**src/core/tcf_pkg.sv**
```systemverilog
// Purpose: Shared constants and types for the tape channel decoder
// Assumes: 26-bit words, bit 0 unused, bits 25..1 as printed
// Notes:   Indicator bit positions equal the indicator codes
`default_nettype none
package tcf_pkg;
  localparam int BUS_AW = 4;
  localparam int DW = 32;
  localparam int WW = 26;
  localparam logic [3:0] REG_FS = 4'h0;
  localparam logic [3:0] REG_STAT = 4'h4;
  localparam logic [3:0] REG_CTRL = 4'h8;
  localparam logic [3:0] REG_INFO = 4'hc;
  localparam int FS_UNIT_LO = 21;
  localparam int UNIT_W = 4;
  localparam int FS_FUNC_LO = 17;
  localparam int FUNC_W = 4;
  localparam int FS_INT_BIT = 16;
  localparam int FS_ADDR_LO = 1;
  localparam int ADDR_W = 15;
  localparam int DESC_STOP_BIT = 25;
  localparam int DESC_CNT_LO = 16;
  localparam int CNT_W = 9;
  localparam int ST_W = 3;
  localparam int INFO_USED = ADDR_W + 2 + ST_W;
  localparam int CTRL_RDCH = 0;
  localparam int STAT_W = 8;
  localparam int IND_OK = 2;
  localparam int IND_ERRA = 3;
  localparam int IND_BUSY = 4;
  localparam int IND_HARD = 5;
  localparam int IND_EOT = 6;
  localparam int IND_FAULT = 7;
  localparam logic [ADDR_W-1:0] STBY_ADDR = 15'h0010;
  localparam logic [ADDR_W-1:0] ADDR_INC = 15'h0001;
  localparam logic [ADDR_W-1:0] ADDR_DEC = 15'h7fff;
  localparam logic [CNT_W-1:0] CNT_ONE = 9'h001;
  localparam int SYNC_W = WW + 10;

  typedef enum logic [3:0] {
    FN_COLLECT_WRITE = 4'h1,
    FN_OVERLAY_WRITE = 4'h5,
    FN_FWD_SPREAD_READ = 4'h0,
    FN_BACK_SPREAD_READ = 4'h2,
    FN_FWD_BLOCK_READ = 4'h4,
    FN_BACK_BLOCK_READ = 4'h6,
    FN_BACK_RECOVERY_BLOCK_READ = 4'he,
    FN_BACK_RECOVERY_SPREAD_READ = 4'ha,
    FN_FWD_RECOVERY_BLOCK_READ = 4'hc,
    FN_FWD_RECOVERY_SPREAD_READ = 4'h8,
    FN_REWIND = 4'h3,
    FN_REWIND_LOCKED = 4'h7,
    FN_LOAD_POINT_CHECK = 4'hf
  } tcf_func_e;

  typedef enum logic [2:0] {
    TC_NONE = 3'h0,
    TC_SKIP_FWD = 3'h1,
    TC_READ_FWD = 3'h2,
    TC_READ_BACK = 3'h3,
    TC_REWIND = 3'h4,
    TC_REWIND_LOCKED = 3'h5,
    TC_WRITE = 3'h6
  } tcf_tape_e;

  typedef enum logic [2:0] {
    ST_IDLE = 3'h0,
    ST_CHECK = 3'h1,
    ST_SKIP = 3'h2,
    ST_DESC = 3'h3,
    ST_XFER = 3'h4,
    ST_WAIT = 3'h5,
    ST_FINISH = 3'h6
  } tcf_state_e;
endpackage
`default_nettype wire

```
**src/core/tcf_dec_if.sv**
```systemverilog
// Purpose: Carrier between the channel and its function decoder
// Assumes: Purely combinational signals
// Notes:   None
`default_nettype none
interface tcf_dec_if;
  logic [3:0] func;
  logic valid;
  logic is_write;
  logic is_recov;
  logic is_scatter;
  logic is_back;
  logic is_rewind;
  logic is_locked;
  logic is_lpt;
  modport dec (input func, output valid, is_write, is_recov, is_scatter,
    is_back, is_rewind, is_locked, is_lpt);
  modport ctl (output func, input valid, is_write, is_recov, is_scatter,
    is_back, is_rewind, is_locked, is_lpt);
endinterface
`default_nettype wire

```
**src/core/tcf_decode.sv**
```systemverilog
// Purpose: Decodes the 4-bit function field into operation flags
// Assumes: Field taken from specifier bits 20..17
// Notes:   Unassigned patterns drop valid
`default_nettype none
module tcf_decode (
  tcf_dec_if.dec dec
);
  always_comb begin
    dec.valid = 1'b1;
    dec.is_write = 1'b0;
    dec.is_recov = 1'b0;
    dec.is_scatter = 1'b0;
    dec.is_back = 1'b0;
    dec.is_rewind = 1'b0;
    dec.is_locked = 1'b0;
    dec.is_lpt = 1'b0;
    case (dec.func)
      tcf_pkg::FN_COLLECT_WRITE, tcf_pkg::FN_OVERLAY_WRITE: dec.is_write = 1'b1;
      tcf_pkg::FN_FWD_SPREAD_READ: dec.is_scatter = 1'b1;
      tcf_pkg::FN_BACK_SPREAD_READ,
      tcf_pkg::FN_BACK_RECOVERY_SPREAD_READ: begin
        dec.is_scatter = 1'b1;
        dec.is_back = 1'b1;
      end
      tcf_pkg::FN_FWD_BLOCK_READ: dec.valid = 1'b1;
      tcf_pkg::FN_BACK_BLOCK_READ,
      tcf_pkg::FN_BACK_RECOVERY_BLOCK_READ: dec.is_back = 1'b1;
      tcf_pkg::FN_FWD_RECOVERY_BLOCK_READ: dec.is_recov = 1'b1;
      tcf_pkg::FN_FWD_RECOVERY_SPREAD_READ: begin
        dec.is_recov = 1'b1;
        dec.is_scatter = 1'b1;
      end
      tcf_pkg::FN_REWIND: dec.is_rewind = 1'b1;
      tcf_pkg::FN_REWIND_LOCKED: begin
        dec.is_rewind = 1'b1;
        dec.is_locked = 1'b1;
      end
      tcf_pkg::FN_LOAD_POINT_CHECK: dec.is_lpt = 1'b1;
      default: dec.valid = 1'b0;
    endcase
  end
endmodule // tcf_decode
`default_nettype wire

```
**src/core/tcf_sync.sv**
```systemverilog
// Purpose: Two-flop synchroniser for pin inputs
// Assumes: Multi-bit data held stable around its strobe toggle
// Notes:   First stage read only by second stage
`default_nettype none
module tcf_sync #(
  parameter int W = 1
) (
  input wire logic i_clock,
  input wire logic i_rst_b,
  input wire logic [W-1:0] i_d,
  output logic [W-1:0] o_q
);
  logic [W-1:0] meta_r;
  always_ff @(posedge i_clock or negedge i_rst_b) begin
    if (!i_rst_b) begin
      meta_r <= '0;
      o_q <= '0;
    end else begin
      meta_r <= i_d;
      o_q <= meta_r;
    end
  end
endmodule // tcf_sync
`default_nettype wire

```
**src/core/tcf_channel.sv**
```systemverilog
// Purpose: Function specifier decode and indicators, one tape channel
// Assumes: Memory answers reads with i_mem_valid, takes writes at once
// Notes:   Tape word and done events arrive as toggles on pins
// Overview of operation
// - Forward recovery block read: skip one, read ascending
// - Forward recovery spread read: skip one, use descriptors
// - Ordinary reads accepted again after recovery
// - Free rewind to load point, address ignored
// - Locked rewind holds unit until release
// - Load test: success if at point, else errors
// - Load test on busy unit: busy only
// - Load test on faulted unit: fault only
// - Decode 4-bit function field, thirteen codes
// - Six indicators at codes 2,7,4,6,3,5
// - No standby access after failed specifier
// - Errored channel frees unit, indicators kept
// - Read errors posted at end, write immediately
// - Success only with interrupt and no error
// - Success never with others except end warning
// - Fault on operator conditions, write on read
// - Busy on rewinding or other-channel use
// - Stop descriptor first: skip, still check
`default_nettype none
module tcf_channel (
  input wire logic i_clock,
  input wire logic i_rst_b,
  input wire logic [3:0] i_bus_addr,
  input wire logic [31:0] i_bus_wdata,
  input wire logic i_bus_wr,
  input wire logic i_bus_rd,
  output logic [31:0] o_bus_rdata,
  output logic o_mem_req,
  output logic o_mem_we,
  output logic [14:0] o_mem_addr,
  output logic [25:0] o_mem_wdata,
  input wire logic i_mem_valid,
  input wire logic [25:0] i_mem_rdata,
  input wire logic [25:0] i_tape_word,
  input wire logic i_tape_word_tgl,
  input wire logic i_tape_word_err,
  input wire logic i_tape_bad_spot,
  input wire logic i_tape_done_tgl,
  input wire logic i_tape_eot,
  input wire logic i_unit_busy,
  input wire logic i_unit_fault,
  input wire logic i_load_point,
  input wire logic i_other_chan_busy,
  input wire logic i_change_release,
  output logic o_tape_start,
  output logic [2:0] o_tape_cmd,
  output logic [3:0] o_unit_sel,
  output logic o_unit_hold,
  output logic o_unit_locked
);
  // ----------------------------------------------------------------
  // Pin synchronisers and events
  // ----------------------------------------------------------------
  logic [tcf_pkg::SYNC_W-1:0] pin_s;
  tcf_sync #(.W(tcf_pkg::SYNC_W)) u_sync (
    .i_clock(i_clock),
    .i_rst_b(i_rst_b),
    .i_d({i_tape_word, i_tape_word_tgl, i_tape_word_err, i_tape_bad_spot,
      i_tape_done_tgl, i_tape_eot, i_unit_busy, i_unit_fault,
      i_load_point, i_other_chan_busy, i_change_release}),
    .o_q(pin_s)
  );
  wire logic [25:0] word_s = pin_s[tcf_pkg::SYNC_W-1 -: tcf_pkg::WW];
  wire logic wtgl_s = pin_s[9];
  wire logic werr_s = pin_s[8];
  wire logic bad_s = pin_s[7];
  wire logic dtgl_s = pin_s[6];
  wire logic eot_s = pin_s[5];
  wire logic ubusy_s = pin_s[4];
  wire logic ufault_s = pin_s[3];
  wire logic lp_s = pin_s[2];
  wire logic other_s = pin_s[1];
  wire logic rel_s = pin_s[0];

  logic wtgl_q, dtgl_q, eot_q;
  wire logic word_ev = wtgl_s ^ wtgl_q;
  wire logic done_ev = dtgl_s ^ dtgl_q;
  wire logic eot_rise = eot_s & ~eot_q;

  // ----------------------------------------------------------------
  // Registers
  // ----------------------------------------------------------------
  tcf_pkg::tcf_state_e state_r, state_nxt;
  tcf_pkg::tcf_tape_e cmd_r, cmd_nxt;
  logic [25:0] fs_r, fs_nxt;
  logic ctrl_r, ctrl_nxt;
  logic [7:0] stat_r, stat_nxt, stat_set;
  logic [14:0] ptr_r, ptr_nxt, addr_r, addr_nxt;
  logic [8:0] cnt_r, cnt_nxt;
  logic segment_descriptor_r, segment_descriptor_nxt, back_r, back_nxt, first_r, first_nxt;
  logic stop_r, stop_nxt, pend_r, pend_nxt;
  logic hard_r, hard_nxt, erra_r, erra_nxt;
  logic lock_r, lock_nxt, hold_r, hold_nxt, start_r, start_nxt;
  logic [3:0] lock_unit_r, lock_unit_nxt;
  logic req_r, req_nxt, we_r, we_nxt;
  logic [14:0] maddr_r, maddr_nxt;
  logic [25:0] mdata_r, mdata_nxt;
  logic [31:0] rdata_r, rdata_nxt;

  // ----------------------------------------------------------------
  // Decode and bus selection
  // ----------------------------------------------------------------
  tcf_dec_if u_dif ();
  tcf_decode u_dec (.dec(u_dif));
  assign u_dif.func = fs_r[tcf_pkg::FS_FUNC_LO +: tcf_pkg::FUNC_W];

  wire logic [3:0] unit = fs_r[tcf_pkg::FS_UNIT_LO +: tcf_pkg::UNIT_W];
  wire logic [14:0] fs_addr = fs_r[tcf_pkg::FS_ADDR_LO +: tcf_pkg::ADDR_W];
  wire logic fs_int = fs_r[tcf_pkg::FS_INT_BIT];
  wire logic rd_chan = ctrl_r;
  wire logic locked_here = lock_r && (lock_unit_r == unit);
  wire logic [14:0] step = back_r ? tcf_pkg::ADDR_DEC : tcf_pkg::ADDR_INC;
  wire logic wr_fs = i_bus_wr && (i_bus_addr == tcf_pkg::REG_FS);
  wire logic wr_stat = i_bus_wr && (i_bus_addr == tcf_pkg::REG_STAT);
  wire logic wr_ctrl = i_bus_wr && (i_bus_addr == tcf_pkg::REG_CTRL);
  wire logic [7:0] stat_clr = wr_stat ? i_bus_wdata[7:0] : '0;
  wire logic desc_stop = i_mem_rdata[tcf_pkg::DESC_STOP_BIT];
  wire logic in_chk = state_r == tcf_pkg::ST_CHECK;
  wire logic chk_lpt = in_chk && u_dif.valid && u_dif.is_lpt;
  wire logic move_ok = !(ubusy_s || other_s || ufault_s || locked_here);
  wire logic chk_go = in_chk && u_dif.valid && move_ok &&
    !(u_dif.is_write && rd_chan) && !u_dif.is_lpt;
  wire logic pend_err = hard_r || erra_r;
  wire logic xfer_on = !stop_r && (!segment_descriptor_r || cnt_r != '0);
  wire logic [31:0] rd_mux =
    (i_bus_addr == tcf_pkg::REG_FS) ? {6'h00, fs_r} :
    (i_bus_addr == tcf_pkg::REG_STAT) ? {24'h000000, stat_r} :
    (i_bus_addr == tcf_pkg::REG_CTRL) ? {31'h00000000, ctrl_r} :
    (i_bus_addr == tcf_pkg::REG_INFO) ?
      {{(tcf_pkg::DW-tcf_pkg::INFO_USED){1'b0}}, addr_r, hold_r,
       lock_r, state_r} : '0;

  // ----------------------------------------------------------------
  // Sequencer
  // ----------------------------------------------------------------
  always_comb begin
    state_nxt = state_r;
    cmd_nxt = cmd_r;
    fs_nxt = fs_r;
    ptr_nxt = ptr_r;
    addr_nxt = addr_r;
    cnt_nxt = cnt_r;
    segment_descriptor_nxt = segment_descriptor_r;
    back_nxt = back_r;
    first_nxt = first_r;
    stop_nxt = stop_r;
    pend_nxt = pend_r;
    hard_nxt = hard_r;
    erra_nxt = erra_r;
    hold_nxt = hold_r;
    lock_nxt = lock_r && !rel_s;
    lock_unit_nxt = lock_unit_r;
    start_nxt = 1'b0;
    req_nxt = 1'b0;
    we_nxt = 1'b0;
    maddr_nxt = maddr_r;
    mdata_nxt = mdata_r;
    stat_set = '0;
    stat_set[tcf_pkg::IND_EOT] = eot_rise;
    case (state_r)
      tcf_pkg::ST_IDLE: begin
        if (wr_fs) begin
          fs_nxt = i_bus_wdata[25:0];
          hard_nxt = 1'b0;
          erra_nxt = 1'b0;
          state_nxt = tcf_pkg::ST_CHECK;
        end
      end
      tcf_pkg::ST_CHECK: begin
        state_nxt = tcf_pkg::ST_IDLE;
        if (!u_dif.valid) begin
          stat_set[tcf_pkg::IND_FAULT] = 1'b1;
        end else if (u_dif.is_write && rd_chan) begin
          stat_set[tcf_pkg::IND_FAULT] = 1'b1;
        end else if (ufault_s || locked_here) begin
          stat_set[tcf_pkg::IND_FAULT] = 1'b1;
        end else if (ubusy_s || other_s) begin
          stat_set[tcf_pkg::IND_BUSY] = 1'b1;
        end else if (u_dif.is_lpt) begin
          if (lp_s) begin
            stat_set[tcf_pkg::IND_OK] = fs_int;
          end else begin
            stat_set[tcf_pkg::IND_HARD] = 1'b1;
            stat_set[tcf_pkg::IND_FAULT] = 1'b1;
          end
        end else begin
          start_nxt = 1'b1;
          hold_nxt = 1'b1;
          first_nxt = 1'b1;
          stop_nxt = 1'b0;
          pend_nxt = 1'b0;
          hard_nxt = 1'b0;
          erra_nxt = 1'b0;
          cnt_nxt = '0;
          addr_nxt = fs_addr;
          ptr_nxt = fs_addr;
          segment_descriptor_nxt = u_dif.is_scatter;
          back_nxt = u_dif.is_back;
          if (u_dif.is_rewind) begin
            cmd_nxt = u_dif.is_locked ? tcf_pkg::TC_REWIND_LOCKED :
              tcf_pkg::TC_REWIND;
            lock_nxt = u_dif.is_locked || lock_nxt;
            lock_unit_nxt = u_dif.is_locked ? unit : lock_unit_r;
            state_nxt = tcf_pkg::ST_FINISH;
          end else if (u_dif.is_recov) begin
            cmd_nxt = tcf_pkg::TC_SKIP_FWD;
            state_nxt = tcf_pkg::ST_SKIP;
          end else if (u_dif.is_write) begin
            cmd_nxt = tcf_pkg::TC_WRITE;
            state_nxt = tcf_pkg::ST_WAIT;
          end else begin
            cmd_nxt = u_dif.is_back ? tcf_pkg::TC_READ_BACK :
              tcf_pkg::TC_READ_FWD;
            state_nxt = u_dif.is_scatter ? tcf_pkg::ST_DESC :
              tcf_pkg::ST_XFER;
          end
        end
      end
      tcf_pkg::ST_SKIP: begin
        if (done_ev) begin
          start_nxt = 1'b1;
          cmd_nxt = tcf_pkg::TC_READ_FWD;
          state_nxt = segment_descriptor_r ? tcf_pkg::ST_DESC : tcf_pkg::ST_XFER;
        end
      end
      tcf_pkg::ST_DESC: begin
        if (!pend_r) begin
          req_nxt = 1'b1;
          maddr_nxt = ptr_r;
          pend_nxt = 1'b1;
        end else if (i_mem_valid) begin
          pend_nxt = 1'b0;
          ptr_nxt = ptr_r + step;
          first_nxt = 1'b0;
          stop_nxt = desc_stop;
          cnt_nxt = i_mem_rdata[tcf_pkg::DESC_CNT_LO +: tcf_pkg::CNT_W];
          addr_nxt = i_mem_rdata[tcf_pkg::FS_ADDR_LO +: tcf_pkg::ADDR_W];
          state_nxt = tcf_pkg::ST_XFER;
        end
        if (done_ev) begin
          erra_nxt = erra_r || bad_s;
          state_nxt = tcf_pkg::ST_FINISH;
        end
      end
      tcf_pkg::ST_XFER: begin
        if (word_ev) begin
          hard_nxt = hard_r || werr_s;
          if (xfer_on) begin
            req_nxt = 1'b1;
            we_nxt = 1'b1;
            maddr_nxt = addr_r;
            mdata_nxt = word_s;
            addr_nxt = addr_r + step;
            cnt_nxt = segment_descriptor_r ? cnt_r - tcf_pkg::CNT_ONE : cnt_r;
          end
        end else if (segment_descriptor_r && !stop_r && cnt_r == '0) begin
          state_nxt = tcf_pkg::ST_DESC;
        end
        if (done_ev) begin
          erra_nxt = erra_r || bad_s;
          state_nxt = tcf_pkg::ST_FINISH;
        end
      end
      tcf_pkg::ST_WAIT: begin
        if (done_ev) begin
          hard_nxt = hard_r || werr_s;
          erra_nxt = erra_r || bad_s;
          state_nxt = tcf_pkg::ST_FINISH;
        end
      end
      tcf_pkg::ST_FINISH: begin
        state_nxt = tcf_pkg::ST_IDLE;
        hold_nxt = 1'b0;
        if (rd_chan) begin
          stat_set[tcf_pkg::IND_HARD] = hard_r;
          stat_set[tcf_pkg::IND_ERRA] = erra_r;
        end
        if (!pend_err) begin
          stat_set[tcf_pkg::IND_OK] = fs_int;
          req_nxt = 1'b1;
          maddr_nxt = tcf_pkg::STBY_ADDR;
        end
      end
      default: state_nxt = tcf_pkg::ST_IDLE;
    endcase
    if (!rd_chan && hold_r) begin
      stat_set[tcf_pkg::IND_HARD] = hard_nxt && !hard_r;
      stat_set[tcf_pkg::IND_ERRA] = erra_nxt && !erra_r;
    end
  end

  assign ctrl_nxt = wr_ctrl ? i_bus_wdata[tcf_pkg::CTRL_RDCH] : ctrl_r;
  assign stat_nxt = (stat_r & ~stat_clr) | stat_set;
  assign rdata_nxt = i_bus_rd ? rd_mux : '0;

  always_ff @(posedge i_clock or negedge i_rst_b) begin
    if (!i_rst_b) begin
      state_r <= tcf_pkg::ST_IDLE;
      cmd_r <= tcf_pkg::TC_NONE;
      {fs_r, ctrl_r, stat_r, ptr_r, addr_r, cnt_r} <= '0;
      {segment_descriptor_r, back_r, first_r, stop_r, pend_r, hard_r, erra_r} <= '0;
      {lock_r, lock_unit_r, hold_r, start_r, req_r, we_r} <= '0;
      {maddr_r, mdata_r, rdata_r, wtgl_q, dtgl_q, eot_q} <= '0;
    end else begin
      state_r <= state_nxt;
      cmd_r <= cmd_nxt;
      {fs_r, ctrl_r, stat_r, ptr_r, addr_r, cnt_r} <=
        {fs_nxt, ctrl_nxt, stat_nxt, ptr_nxt, addr_nxt, cnt_nxt};
      {segment_descriptor_r, back_r, first_r, stop_r, pend_r, hard_r, erra_r} <=
        {segment_descriptor_nxt, back_nxt, first_nxt, stop_nxt, pend_nxt, hard_nxt,
         erra_nxt};
      {lock_r, lock_unit_r, hold_r, start_r, req_r, we_r} <=
        {lock_nxt, lock_unit_nxt, hold_nxt, start_nxt, req_nxt, we_nxt};
      {maddr_r, mdata_r, rdata_r} <= {maddr_nxt, mdata_nxt, rdata_nxt};
      {wtgl_q, dtgl_q, eot_q} <= {wtgl_s, dtgl_s, eot_s};
    end
  end

  assign o_bus_rdata = rdata_r;
  assign o_mem_req = req_r;
  assign o_mem_we = we_r;
  assign o_mem_addr = maddr_r;
  assign o_mem_wdata = mdata_r;
  assign o_tape_start = start_r;
  assign o_tape_cmd = cmd_r;
  assign o_unit_sel = lock_unit_r;
  assign o_unit_hold = hold_r;
  assign o_unit_locked = lock_r;

  wire logic [7:0] ok_mask = (8'h01 << tcf_pkg::IND_OK) |
    (8'h01 << tcf_pkg::IND_EOT);
  wire logic [7:0] busy_bit = 8'h01 << tcf_pkg::IND_BUSY;
  wire logic [7:0] fault_bit = 8'h01 << tcf_pkg::IND_FAULT;
  wire logic [7:0] hard_bit = 8'h01 << tcf_pkg::IND_HARD;
endmodule // tcf_channel
`default_nettype wire

```
**config.mk**
```make
export PLATFORM = sky130hd
export DESIGN_NAME = tcf_channel
export DESIGN_NICKNAME = d
export VERILOG_FILES = /design/src/core/tcf_pkg.sv /design/src/core/tcf_dec_if.sv /design/src/core/tcf_decode.sv /design/src/core/tcf_sync.sv /design/src/core/tcf_channel.sv
export SDC_FILE = /design/constraint.sdc
export NUM_CORES = 1
export LEC_CHECK = 0
export ABC_AREA = 1
export BUFFER_PORTS_ARGS = -buffer_cell sky130_fd_sc_hd__buf_2
export CELL_PAD_IN_SITES_DETAIL_PLACEMENT = 0
export CELL_PAD_IN_SITES_GLOBAL_PLACEMENT = 1
export CORE_AREA = 8 8 173 175
export CTS_CLUSTER_DIAMETER = 60
export CTS_CLUSTER_SIZE = 14
export DETAILED_ROUTE_END_ITERATION = 6
export DIE_AREA = 0 0 181 183
export PLACE_DENSITY_LB_ADDON = 0.3
export SETUP_SLACK_MARGIN = 0.4
export SLEW_MARGIN = 20
export SYNTH_ARGS = -nofsm -noshare
export SYNTH_HDL_FRONTEND = slang
export SYNTH_SLANG_ARGS = --single-unit
```
**constraint.sdc**
```tcl
create_clock -name i_clock -period 3 [get_ports i_clock]
set_input_delay 0.6 -clock i_clock [delete_from_list [all_inputs] [get_ports i_clock]]
set_output_delay 0.6 -clock i_clock [all_outputs]
set_load 0.005 [all_outputs]
```
==> flow_metrics.py <==
metrics = {
    "pwr": {
        "ir_drop_uv": 484,
        "p_leak_nw": 6.92,
        "power.density_nw_per_um2": 1010,
    },
    "timing": {
        "hold_ws_ps": 28.2,
        "slew_headroom_pct": 56.9,
        "skew_ps": 12.5,
        "fmax_mhz": 419,
        "setup_slack_ps": 616,
        "fin_crit_ps": 2380,
        "tightest_slew_ps": 641,
        "slew_viol_final": 0,
        "fin_setup_tns_ps": 0,
        "period_share_pct": 79.5,
        "finalSetupViolCount": 0,
        "finalHoldViolations": 0,
        "rsz0062_at_grt": "false",
    },
    "worst_setup_path": {
        "slowest_stage": "dfrtp_1",
        "reg2reg_depth": 10,
        "arrival_ps": 2800,
        "cp_max_fo": 24,
        "path_cells": "nor2_2 -> nand2_1 -> inv_2 -> o21ai_2 -> inv_1 -> nand3_1 -> nor2_4 -> inv_2 -> nand2_1 -> nand2_1",
        "crit_top_cell": "nand2_1",
        "crit_required_ps": 3420,
        "critPathMaxStageDelay_ps": 530,
        "worstSetupStartpointType": "register",
        "path_class": "register to register",
        "rr_startpoint": "state_r[0]",
        "r2r-end": "addr_r[7]",
        "r2r_setup_slack_ps": 620,
        "end_kind": "register",
    },
    "routing": {
        "ant_nets": 0,
        "first_pass_iters": 5,
        "totalWireLength_mm": 31.4,
        "vias_per_cell": 4.97,
        "num_vias": 9346,
        "wire_per_inst_um": 16.7,
        "drc_errors": 0,
        "drtIter0Drc": 597,
    },
    "logic_synthesis": {
        "ys.flop_type": "dfrtp_1",
        "synth-async-reset-ratio_pct": 100,
        "synth.distinct_cells": 49,
        "synth_area_um2": 11200,
        "syn_avg_cell_area_um2": 8.30,
        "synthCells": 1344,
        "ys_ff_latch": 237,
        "ys.warnings.count": 0,
        "ys_seq_area_share_pct": 53.1,
        "synth_edf_count": 0,
    },
    "floorplan": {
        "start_util_pct": 40.8,
        "dieArea_um2": 33100,
        "io_pins": 188,
        "die_x_um": 181,
        "core-area_um2": 27300,
        "rows": 61,
        "die_h_um": 183,
    },
    "clocking": {
        "h-tree-depth": 1,
        "clockBufferDepth": 3,
        "clkSlewWorstSetupHoldPaths_ps": 70,
        "cts.repair.resized": 0,
        "ctsHoldBuffers": 0,
        "cts_tree": "yes",
        "cts_setup_buffers": 0,
        "insertion_delay_ps": 530,
        "root_buffer": "clkbuf_16",
        "cts_num_sinks": 237,
        "numCtsBuffers": 24,
    },
    "placed_design": {
        "post_dp_cell_area_um2": 12400,
        "port_buffers": 174,
        "hpwl_mm": 23.3,
        "post-place-ws_ps": 608,
        "gp_congestion": 0.895,
    },
    "cells_and_area": {
        "fin_nets": 1654,
        "utilization_pct": 48.3,
        "drive_gt1_share_pct": 17.3,
        "stdcell_area_um2": 13200,
        "fillers": 2714,
        "area_growth_syn_to_layout_pct": 18.3,
    },
    "run_status": {
        "outcome": "completed",
    },
    "run": {
        "cap_viol_max_count": 0,
    },
    "grt": {
        "grt_pass1_wl_mm": 50.2,
        "antenna_found_initial": 5,
        "grt_pass1_vias": 9218,
        "grt_use_total_pct": 18.8,
        "overflow": 0,
        "grt_max_degree": 68,
    },
    "worst_hold_path": {
        "hold_path.class": "input port to asynchronous set/reset pin",
    },
}
placed cells by master, fill, tap and decap left out, drive strengths merged, types with 6 or more instances in the layout:
master	count
nand2	456
inv	165
conb	6
buf	187
nand3	86
a31oi	17
o21ai	107
xnor2	6
o211ai	6
a21oi	39
dfrtp	237
clkbuf	27
nor3	7
o22ai	14
ha	27
nand4	18
nor2	97
Yosys cell counts (3+ instances only):
| library cell | count | share of area [%] |
|---|---|---|
| nor2_2 | 7 | 0.39 |
| nor2_1 | 88 | 3.0 |
| nand3b_1 | 3 | 0.20 |
| dfrtp_1 | 237 | 53 |
| o211ai_1 | 6 | 0.40 |
| inv_2 | 9 | 0.30 |
| o21ai_1 | 17 | 0.76 |
| o22ai_1 | 14 | 0.78 |
| ha_1 | 27 | 3.0 |
| buf_4 | 11 | 0.74 |
| a21o_1 | 3 | 0.20 |
| a31oi_1 | 16 | 0.90 |
| nand3_1 | 78 | 3.5 |
| xnor2_1 | 6 | 0.47 |
| o21ai_0 | 88 | 3.9 |
| clkbuf_1 | 14 | 0.47 |
| a21oi_1 | 38 | 1.7 |
| nor3_1 | 5 | 0.22 |
| inv_1 | 152 | 5.1 |
| nand2_1 | 453 | 15 |
| nand4_1 | 16 | 0.90 |
| buf_2 | 10 | 0.45 |
| xor2_1 | 3 | 0.24 |
| nand3_2 | 8 | 0.72 |
per-stage QoR:
step,total power (W),std cells
6_report,0.0134,1881
5_1_grt,0.0145,1881
4_1_cts,0.0135,1879
3_5_place_dp,0.0104,1842
3_3_place_gp,0.0103,1842
2_1_floorplan,0.00868,1349
worst max-delay path, delay by kind of cell, from the launching register on:
kind,cells,cell delay [ps]
and+or+nand+nor,6,1000
DFF,1,530
AOI/OAI and AO/OA,1,110
buffers and inverters,3,620
flip-flops by register name, indices dropped and copies added (netlist names), 3 cells and up:
signal,count
o_bus_rdata,26
o_mem_wdata,26
ptr_r,15
o_mem_addr,15
addr_r,15
o_unit_sel,4
u_sync.o_q,36
stat_r,8
state_r,3
fs_r,26
cnt_r,9
u_sync.meta_r,36
o_tape_cmd,3
metal layers:
layer,share of wire [%],global-route usage (%),wire [µm]
met1,46,25.1,14500
met2,45,30.9,14200
met3,6.4,4.04,2010
met4,1.8,4.39,573
met5,0.089,0,28
cells by family after synthesis:
family,Yosys count,synth area share [%]
xor+xnor,9,0.706
compound gates,196,9.87
simple gates,669,25.2
other cells,1,0.0336
buf+inv,203,7.69
flops,237,53.1
fa+ha+maj,29,3.39
worst max-delay path by stage:
stage	startpoint	endpoint	slack [ps]
2_1_floorplan	back_r	ptr_r[14]	770
3_3_place_gp	state_r[0]	addr_r[7]	610
3_5_place_dp	state_r[0]	addr_r[7]	610
4_1_cts	state_r[0]	addr_r[7]	610
5_1_grt	state_r[0]	o_mem_addr[11]	410
6_report	state_r[0]	addr_r[7]	620
where the power goes:
group / total [W] / internal [W] / switching (W)
registers: 0.00479 / 0.00409 / 0.000701
clock network: 0.00304 / 0.00177 / 0.00126
logic: 0.00554 / 0.00200 / 0.00354
layout make-up:
cell class | instances | area, µm² | share of cell area (%)
antenna | 2 | 5.00 | 0.0379
clock buffer | 27 | 633 | 4.79
clock inverter | 10 | 149 | 1.13
inverter | 163 | 617 | 4.67
multi-input combinational | 909 | 4400 | 33.3
sequential | 237 | 5930 | 44.9
tap | 346 | 433 | 3.28
timing repair buffer | 187 | 1040 | 7.88
(Power assumes the default switching activity.)
